**src/i2csp_pkg.sv**
```systemverilog
// Package for the serial slave register port: addresses, timing, types.
// Assumes a single 100 MHz clock domain in the user of this package.
package i2csp_pkg;

  // Strapped 7-bit slave addresses
  localparam logic [6:0] ADDR_LOW_LOW = 7'h5a;
  localparam logic [6:0] ADDR_LOW_HIGH = 7'h5b;
  localparam logic [6:0] ADDR_UP_LOW = 7'h58;
  localparam logic [6:0] ADDR_UP_HIGH = 7'h59;

  // Bus rates served and the system clock rate
  localparam int CLK_HZ = 100000000;
  localparam int FAST_HZ = 400000;
  localparam int FAST_PLUS_HZ = 1000000;
  // Fewest system cycles in one bus clock phase at the fastest rate
  localparam int MIN_PHASE_CYC = CLK_HZ / FAST_PLUS_HZ / 2;

  // Byte layout
  localparam int BYTE_W = 8;
  localparam logic [2:0] LAST_BIT = 3'h7;
  localparam logic [7:0] PTR_RESET = 8'h00;

  // Register file access as seen by the user side
  typedef struct packed {
    logic       wr;
    logic [7:0] addr;
    logic [7:0] data;
  } i2csp_wr_t;

  // Transaction phases
  typedef enum logic [2:0] {
    ST_IDLE,
    ST_DEVADDR,
    ST_REGADDR,
    ST_WDATA,
    ST_RDATA,
    ST_IGNORE
  } i2csp_state_t;

endpackage

```
**src/i2csp_top.sv**
```systemverilog
// Serial slave port giving a bus master access to an 8-bit register space.
// Assumes pull-ups on both bus lines and pins from outside this clock.
`timescale 1ns/1ps
`default_nettype none

// Overview of operation
// Slave only, up to 1000 kHz bus
// Address from straps: 5A/5B, or 58/59
// Data changes only while clock is low
// Master alone makes start and stop
// Repeated start acts as a fresh start
// Nine clocks per byte, MSB first, ack
// First byte is address plus direction
// No limit on transaction length
// Device acks every write byte
// Register address follows the address byte
// Pointer increments after each written byte
// Read follows a pointer write, then restart
// Read streams from pointer, incrementing
// Data pin only pulled low; clock input
// Master idles released, ends with stop
// Foreign address: no ack, ignore traffic
// Master nack ends read, device releases
module i2csp_top
  import i2csp_pkg::*;
#(
  parameter int AW = 8
)
(
  // Clock and reset
  input wire logic clock,
  input wire logic rst,
  // Bus pins
  input wire logic scl_in,
  input wire logic sda_in,
  output logic sda_out,
  output logic sda_oe_n,
  // Address straps
  input wire logic addr_strap,
  input wire logic addr_strap_upper,
  // Register write strobe for the device core
  output logic wr_strobe,
  output logic [7:0] wr_addr,
  output logic [7:0] wr_data
);

  // Elaboration check: register space is byte addressed here
  if (AW != 8)
  begin : g_bad_aw
    $error("AW must be 8");
  end
  if (MIN_PHASE_CYC < 4)
  begin : g_bad_rate
    $error("clock too slow for the bus rate");
  end

  // Synchronisers (first stage read only by second)
  logic [1:0] scl_sync_reg;
  logic [1:0] sda_sync_reg;
  logic scl_d_reg;
  logic sda_d_reg;
  logic strap_reg;
  logic strap_up_reg;
  logic [1:0] strap_sync_reg;
  logic [1:0] strap_up_sync_reg;

  // Protocol state
  i2csp_state_t state_reg, state_next;
  logic [3:0] bit_cnt_reg;
  logic [7:0] shift_reg;
  logic [7:0] ptr_reg;
  logic ack_due_reg;
  logic data_byte_reg;
  logic ack_phase_reg;
  logic drive_low_reg;
  logic master_nack_reg;
  logic [7:0] rdata;
  logic wr_strobe_reg;
  logic [7:0] wr_addr_reg;
  logic [7:0] wr_data_reg;

  always_ff @(posedge clock)
  begin
    if (rst)
    begin
      scl_sync_reg <= 2'h3;
      sda_sync_reg <= 2'h3;
      scl_d_reg <= 1'h1;
      sda_d_reg <= 1'h1;
    end
    else
    begin
      scl_sync_reg <= {scl_sync_reg[0], scl_in};
      sda_sync_reg <= {sda_sync_reg[0], sda_in};
      scl_d_reg <= scl_sync_reg[1];
      sda_d_reg <= sda_sync_reg[1];
    end
  end

  // Straps sampled every cycle, in reset too, so no port feeds a reset value
  always_ff @(posedge clock)
  begin
    strap_sync_reg <= {strap_sync_reg[0], addr_strap};
    strap_up_sync_reg <= {strap_up_sync_reg[0], addr_strap_upper};
    strap_reg <= strap_sync_reg[1];
    strap_up_reg <= strap_up_sync_reg[1];
  end

  // Edge and condition decode on the synchronised lines
  wire scl_now = scl_sync_reg[1];
  wire sda_now = sda_sync_reg[1];
  wire scl_rise = scl_now & ~scl_d_reg;
  wire scl_fall = ~scl_now & scl_d_reg;
  wire start_cond = scl_now & scl_d_reg & sda_d_reg & ~sda_now;
  wire stop_cond = scl_now & scl_d_reg & ~sda_d_reg & sda_now;

  // Strapped address selection
  function automatic logic [6:0] own_addr(input logic s, input logic su);
    case ({su, s})
      2'b00: own_addr = ADDR_LOW_LOW;
      2'b01: own_addr = ADDR_LOW_HIGH;
      2'b10: own_addr = ADDR_UP_LOW;
      default: own_addr = ADDR_UP_HIGH;
    endcase
  endfunction

  wire [6:0] my_addr = own_addr(strap_reg, strap_up_reg);
  wire [7:0] byte_in = {shift_reg[6:0], sda_now};
  wire byte_done = scl_rise & ~ack_phase_reg & (bit_cnt_reg == 4'h7);
  wire addr_match = (byte_in[7:1] == my_addr);
  wire ack_enter = scl_fall & ~ack_phase_reg & (bit_cnt_reg == 4'h8);
  wire ack_end = scl_fall & ack_phase_reg;
  // Who owns the coming ack slot, and whether the byte moves the pointer
  wire ack_drive = (state_reg == ST_DEVADDR && addr_match) ||
                   state_reg == ST_REGADDR || state_reg == ST_WDATA;
  wire data_byte = (state_reg == ST_WDATA) || (state_reg == ST_RDATA);

  // Next-state decode; start wins over every phase, even mid-byte
  always_comb
  begin
    state_next = state_reg;
    if (start_cond)
    begin
      state_next = ST_DEVADDR;
    end
    else if (stop_cond)
    begin
      state_next = ST_IDLE;
    end
    else if (byte_done)
    begin
      case (state_reg)
        ST_DEVADDR:
        begin
          if (!addr_match)
            state_next = ST_IGNORE;
          else if (byte_in[0])
            state_next = ST_RDATA;
          else
            state_next = ST_REGADDR;
        end
        ST_REGADDR: state_next = ST_WDATA;
        default: state_next = state_reg;
      endcase
    end
    else if (ack_end && state_reg == ST_RDATA && master_nack_reg)
    begin
      state_next = ST_IGNORE;
    end
  end

  // Bit counter and ack phase flag, nine clocks per unit
  always_ff @(posedge clock)
  begin
    if (rst || start_cond || stop_cond)
    begin
      bit_cnt_reg <= 4'h0;
      ack_phase_reg <= 1'b0;
    end
    else if (scl_rise && !ack_phase_reg)
    begin
      bit_cnt_reg <= bit_cnt_reg + 4'h1;
    end
    else if (ack_enter)
    begin
      // Ack slot opens only once the eighth bit's clock has fallen
      ack_phase_reg <= 1'b1;
    end
    else if (ack_end)
    begin
      bit_cnt_reg <= 4'h0;
      ack_phase_reg <= 1'b0;
    end
  end

  // Shift in MSB first on each rising clock of the eight data bits
  always_ff @(posedge clock)
  begin
    if (rst)
    begin
      shift_reg <= 8'h00;
    end
    else if (scl_rise && !ack_phase_reg)
    begin
      shift_reg <= byte_in;
    end
  end

  // State, direction and master acknowledge capture
  always_ff @(posedge clock)
  begin
    if (rst)
    begin
      state_reg <= ST_IDLE;
      ack_due_reg <= 1'b0;
      data_byte_reg <= 1'b0;
      master_nack_reg <= 1'b0;
    end
    else
    begin
      state_reg <= state_next;
      if (byte_done)
      begin
        ack_due_reg <= ack_drive;
        data_byte_reg <= data_byte;
      end
      if (scl_rise && ack_phase_reg)
        master_nack_reg <= sda_now;
    end
  end

  // Pointer: loaded by the register address, bumped at each data byte's
  // ack sample so the next read byte is fetched before the slot closes
  // No upper bound; the pointer simply wraps, so length is unlimited
  wire wr_byte = byte_done && state_reg == ST_WDATA;
  always_ff @(posedge clock)
  begin
    if (rst)
    begin
      ptr_reg <= PTR_RESET;
    end
    else if (byte_done && state_reg == ST_REGADDR)
    begin
      ptr_reg <= byte_in;
    end
    else if (scl_rise && ack_phase_reg && data_byte_reg)
    begin
      ptr_reg <= ptr_reg + 8'h01;
    end
  end

  // Register write strobe toward the device core
  always_ff @(posedge clock)
  begin
    if (rst)
    begin
      wr_strobe_reg <= 1'b0;
      wr_addr_reg <= 8'h00;
      wr_data_reg <= 8'h00;
    end
    else
    begin
      wr_strobe_reg <= wr_byte;
      if (wr_byte)
      begin
        wr_addr_reg <= ptr_reg;
        wr_data_reg <= byte_in;
      end
    end
  end

  // Local copy of written registers feeds reads
  i2csp_regmem #(
    .AW(AW),
    .DW(BYTE_W)
  ) u_mem (
    .clock(clock),
    .we(wr_strobe_reg),
    .waddr(wr_addr_reg),
    .wdata(wr_data_reg),
    .raddr(ptr_reg),
    .rdata(rdata)
  );

  // Data pin drive, changed only on falling clock so it is stable when high
  // A master nack leaves the line free so the master can stop
  wire [2:0] bit_idx = LAST_BIT - bit_cnt_reg[2:0];
  wire send_next = (state_reg == ST_RDATA) && !master_nack_reg;
  always_ff @(posedge clock)
  begin
    if (rst || start_cond || stop_cond)
    begin
      drive_low_reg <= 1'b0;
    end
    else if (scl_fall)
    begin
      if (ack_enter)
        drive_low_reg <= ack_due_reg;
      else if (ack_end)
        drive_low_reg <= send_next && !rdata[LAST_BIT];
      else if (state_reg == ST_RDATA)
        drive_low_reg <= ~rdata[bit_idx];
      else
        drive_low_reg <= 1'b0;
    end
  end

  // Open drain: value flop held low, enable active low while pulling
  always_ff @(posedge clock)
  begin
    sda_out <= 1'b0;
    if (rst)
      sda_oe_n <= 1'b1;
    else
      sda_oe_n <= ~drive_low_reg;
  end

  assign wr_strobe = wr_strobe_reg;
  assign wr_addr = wr_addr_reg;
  assign wr_data = wr_data_reg;

endmodule
`default_nettype wire

```
**src/i2csp_regmem.sv**
```systemverilog
// Small register memory reached by the serial port.
// Assumes one clock; read data come out of a register one cycle later.
`timescale 1ns/1ps
`default_nettype none
module i2csp_regmem
  import i2csp_pkg::*;
#(
  parameter int AW = 8,
  parameter int DW = 8
)
(
  // Clock
  input wire logic clock,
  // Write port
  input wire logic we,
  input wire logic [AW-1:0] waddr,
  input wire logic [DW-1:0] wdata,
  // Read port
  input wire logic [AW-1:0] raddr,
  output logic [DW-1:0] rdata
);

  logic [DW-1:0] mem [0:(1<<AW)-1];

  // Plain synchronous RAM; contents are not reset
  always_ff @(posedge clock)
  begin
    if (we)
    begin
      mem[waddr] <= wdata;
    end
    rdata <= mem[raddr];
  end

endmodule
`default_nettype wire

```
**config.mk**
```make
export PLATFORM = sky130hd
export DESIGN_NAME = i2csp_top
export DESIGN_NICKNAME = d
export VERILOG_FILES = /design/src/i2csp_pkg.sv /design/src/i2csp_top.sv /design/src/i2csp_regmem.sv
export SDC_FILE = /design/constraint.sdc
export NUM_CORES = 2
export LEC_CHECK = 0
export BUFFER_PORTS_ARGS = -buffer_cell sky130_fd_sc_hd__buf_2
export CAP_MARGIN = 10
export CORE_MARGIN = 2
export CORE_UTILIZATION = 63
export DETAILED_ROUTE_END_ITERATION = 10
export PLACE_DENSITY_LB_ADDON = 0.08
export SLEW_MARGIN = 10
export SYNTH_ARGS = -nofsm -noshare
export SYNTH_HDL_FRONTEND = slang
export SYNTH_SLANG_ARGS = --single-unit
```
**constraint.sdc**
```tcl
create_clock -name clock -period 5.4 [get_ports clock]
set_clock_uncertainty 0.1 [all_clocks]
set_input_delay 0.27 -clock clock [delete_from_list [all_inputs] [get_ports clock]]
set_output_delay 0.27 -clock clock [all_outputs]
set_load 0.02 [all_outputs]
```
==> impl_summary.txt <==
----------------------------------------------------
[Drt]
  Count of unresolved DRC violations after routing ... 0
  Initial DRC count ... 6,484
  1st-pass router iterations ... 8
  Post-DRT Antenna Nets ... 0
  Detailed-route vias per instance ... 7.06
  Count of vias placed by the detailed router ... 42.9k
  Wirelength, routed ... ~220,000 um
  Average detailed-routed wire length per instance ... about 36 um

[Clock tree]
  Buffers from clock root to sink, at most ... 3
  Max H-tree Level ... 4
  Clock Root Buffer ... sky130_fd_sc_hd__clkbuf_16
  Number of post-CTS setup repair buffers ... 0
  Count of clock tree sinks ... approximately 2.1k
  Number of CTS-inserted buffers ... around 200
  Clk_lat worst skew ... 830 ps
  Number of buffers inserted for hold repair after clock tree synthesis ... 7
  Clock transition time at the flip-flop clock pins of the worst setup and hold paths ... roughly 60 ps
  Number of gates given a new drive strength after cts ... 0
  CTS tree ... built

[Timing]
  Final total negative setup slack ... 0 ps
  Slew of the pin with the lowest slew margin ... roughly 1200 ps
  Headroom to the max-slew limit ... ~18%
  Final setup violating endpoints ... 0
  Post-route clock period utilization ... slightly above 80%
  Final max-slew violation count ... 0
  Minimum setup slack in the final design ... roughly 940 ps
  Unrepaired setup endpoints after global routing ... false
  Post-layout minimum cycle time ... 4460 ps
  Total count of hold-check failures in the final report ... 0
  Max Clock Freq ... 0.224 GHz

[Power and ir drop]
  Sequential Power Share ... 55.9%
  Power density normalized to cell area ... around 350 mW/mm2
  Part of the total power dissipated in combinational logic ... less than 1%
  Sw frac ... about a fifth
  Reported net switching power ... 6.01 mW
  Clk network pwr share ... a little over two fifths
  Sum of internal, switching and leakage power ... ~32 mW
  Internal Power ... ~26 mW
  Leakage ... ~28 nW
  Max VDD drop ... 0.318 mV

[Worst setup path]
  Required time worst endpoint ... roughly 6000 ps
  Highest fanout seen on the critical path ... between 50 and 60
  Number of buffer and inverter instances along the worst setup path ... 2
  Startpoint kind of the worst setup timing path ... flip-flop
  Endpoint class of the critical path ... flip-flop
  Data arrival, critical path ... about 5000 ps
  Worst path cell trace ... buf_12 > buf_4 > mux4_2 > mux4_2 > a22o_1 > a211oi_1 > o32ai_1
  Cell class contributing the biggest share of worst-path delay ... compound AO/OA/AOI/OAI gates
  Maximum cell stage delay along the critical path ... between 900 and 1000 ps
  Critical Path Slowest Stage Cell ... sky130_fd_sc_hd__a211oi_1
  Category of the most critical setup path ... reg -> reg
  Most frequent cell on the critical path ... sky130_fd_sc_hd__mux4_2

[Logic synthesis]
  Number of instances in the synthesized netlist ... around 4k
  Avg Inst Size Synth ... roughly 20 um2
  Most instantiated cells after synthesis ... 2,048 x sky130_fd_sc_hd__edfxtp_1, 448 x sky130_fd_sc_hd__mux4_2, 312 x sky130_fd_sc_hd__nor2_1
  Count of unique library cells instantiated by Yosys ... 74
  Syn nets ... between 4k and 5k
  Most numerous cell in the Yosys netlist ... sky130_fd_sc_hd__edfxtp_1
  Total of warnings raised by yosys ... 0
  Area share of the largest cell type after synthesis ... 74.8%
  Most used flip-flop cell after synthesis ... sky130_fd_sc_hd__edfxtp_1
  Top post-synthesis cells by area ... sky130_fd_sc_hd__edfxtp_1 75%, sky130_fd_sc_hd__mux4_2 12%, sky130_fd_sc_hd__mux2i_1 2.4%
  Seq cells post-synth ... ~2.1k
  Post-synth top area cell ... sky130_fd_sc_hd__edfxtp_1
  Share of synthesized area occupied by flip-flops and latches ... about three quarters
  Async set or reset register ratio after synthesis ... 0%
  Mapped Area ... 0.0822 mm2
  Post-synth EDFFs ... about 2.0k

[Floorplan]
  Initial core utilization ... between 60% and 70%
  Area of the core region ... 0.129 mm2
  Placement row count ... around 130
  Width of the chip ... ~370 um
  Top-Level Pins ... 25
  Full die area ... between 0.1 and 0.15 mm2
  Die extent in y ... between 300 and 400 um

[Place]
  Number of cells in the design after placement ... 5,693
  Routability cong. ... ~0.91
  Count of port buffers added during placement ... 23
  Placement-stage worst setup slack ... 1130 ps
  HPWL after detailed placement ... roughly 140,000 um

[Hold path]
  Class of the most critical hold timing path ... in -> reg

[GRT]
  Final global-route overflow total ... 0
  Wire length of the first global-routing pass ... around 310,000 um
  Pin count of the biggest net entering global routing ... 117
  Global router's overall resource usage ... 33.8%
  Via count of the first global-routing pass ... 40.9k
  Number of antenna violations at the first check in global routing ... 4

[Layout]
  Largest reg by FF count ... u_mem.mem
  Post-layout instance count excluding filler cells ... between 6k and 7k
  Growth of design area from synthesis to finish ... 10.6%
  Number of flip-flops under the largest register name ... between 2k and 2.5k
  Number of nets in the layout ... 4,172
  Fraction of final layout cells sized beyond drive strength 1 ... between 20% and 30%
  Post-route core utilization ... between 70% and 80%

[Flow run]
  Max cap viols ... 0

[Run status]
  Status ... completed

----------------------------------------------------
[per-stage QoR]
| step | hold slack [ps] | area [um2] |
|---|---|---|
| after floorplan | 198 | 82200 |
| after global placement | 210 | 84300 |
| after detailed placement | 213 | 84300 |
| after CTS | 11.7 | 90900 |
| after global routing | 72.6 | 90900 |
| final | 59.9 | 90900 |
[layer usage]
metal | vias to the layer above | routed length [um] | track usage, %
met3 | 486 | 25500 | 7.89
met4 | 2 | 10300 | 14.7
met5 | - | 33 | 0.218
met1 | 22506 | 84000 | 49.2
li1 | 16994 | - | -
met2 | 2913 | 102000 | 50.0
[cell type report]
class                           count  area, um2
Antenna cell                        5       12.5
Clock buffer                      262       5500
Clock inverter                    107        961
Fill cell                        7995      38600
Inverter                           10       38.8
Multi-Input combinational cell   1679      18000
Sequential cell                  2113      62900
Tap cell                         1742       2180
Timing Repair Buffer              156       1390
[cells by family after synthesis]
logic type	share of synthesized area, %
fa+ha+maj	0.0457
compound gates	3.57
flops	76.4
xor+xnor	0.0640
buf+inv	1.81
mux	14.9
other cells	0.00456
simple gates	3.20
[worst min-delay path, delay by kind of cell]
| family | cells | cell delay (ps) |
|---|---|---|
| buffers and inverters | 2 | 610 |
| AND/OR/NAND/NOR | 1 | 80 |
[worst paths after layout]
| kind | startpoint | to | slack [ps] | cells past startpoint |
|---|---|---|---|---|
| setup reg to reg | ptr_reg[1]$_SDFFE_PP0P_ | u_mem.rdata[1]$_DFF_P_ | 940 | 7 |
| hold reg to reg | strap_up_sync_reg[0]$_DFF_P_ | strap_up_sync_reg[1]$_DFF_P_ | 220 | 0 |
| setup / recovery | ptr_reg[1]$_SDFFE_PP0P_ | u_mem.rdata[1]$_DFF_P_ | 940 | 7 |
| hold / removal | sda_in | sda_sync_reg[0]$_SDFF_PP1_ | 60 | 3 |
[cells in the final DEF, fill, tap and decap left out, types with 7 or more instances in the layout]
master / instances
sky130_fd_sc_hd__edfxtp_1: 2048
sky130_fd_sc_hd__mux4_2: 448
sky130_fd_sc_hd__nor2_1: 309
sky130_fd_sc_hd__clkbuf_16: 210
sky130_fd_sc_hd__mux2i_1: 200
sky130_fd_sc_hd__nand2_1: 115
sky130_fd_sc_hd__a21oi_1: 113
sky130_fd_sc_hd__buf_4: 103
sky130_fd_sc_hd__a22oi_1: 72
sky130_fd_sc_hd__dfxtp_1: 51
sky130_fd_sc_hd__clkbuf_1: 47
sky130_fd_sc_hd__a221oi_1: 46
sky130_fd_sc_hd__nand3_1: 46
sky130_fd_sc_hd__clkinv_2: 40
sky130_fd_sc_hd__clkinv_1: 35
sky130_fd_sc_hd__o221ai_1: 33
sky130_fd_sc_hd__o21ai_0: 31
sky130_fd_sc_hd__buf_2: 24
sky130_fd_sc_hd__a211oi_1: 22
sky130_fd_sc_hd__buf_12: 21
sky130_fd_sc_hd__nand4_1: 18
sky130_fd_sc_hd__o22ai_1: 17
sky130_fd_sc_hd__a22o_1: 16
sky130_fd_sc_hd__bufinv_16: 16
sky130_fd_sc_hd__nor2b_1: 14
sky130_fd_sc_hd__a31oi_1: 14
sky130_fd_sc_hd__dfxtp_4: 13
sky130_fd_sc_hd__mux2_2: 12
sky130_fd_sc_hd__or2_2: 10
sky130_fd_sc_hd__nor3_1: 10
sky130_fd_sc_hd__nand2b_1: 9
sky130_fd_sc_hd__o211ai_1: 8
sky130_fd_sc_hd__clkinvlp_4: 7
sky130_fd_sc_hd__inv_6: 7
sky130_fd_sc_hd__dlygate4sd3_1: 7
[power groups by stage]
stage / combinational [mW] / sequential [mW] / clock (mW)
after global routing: 0.0279 / 17.7 / 14.6
after floorplan: 0.0165 / 18.1 / 0
after CTS: 0.0256 / 17.7 / 14.0
after detailed placement: 0.0214 / 18.0 / 0
after global placement: 0.0208 / 18.0 / 0
final: 0.0256 / 17.7 / 13.9
(Power assumes the default switching activity.)
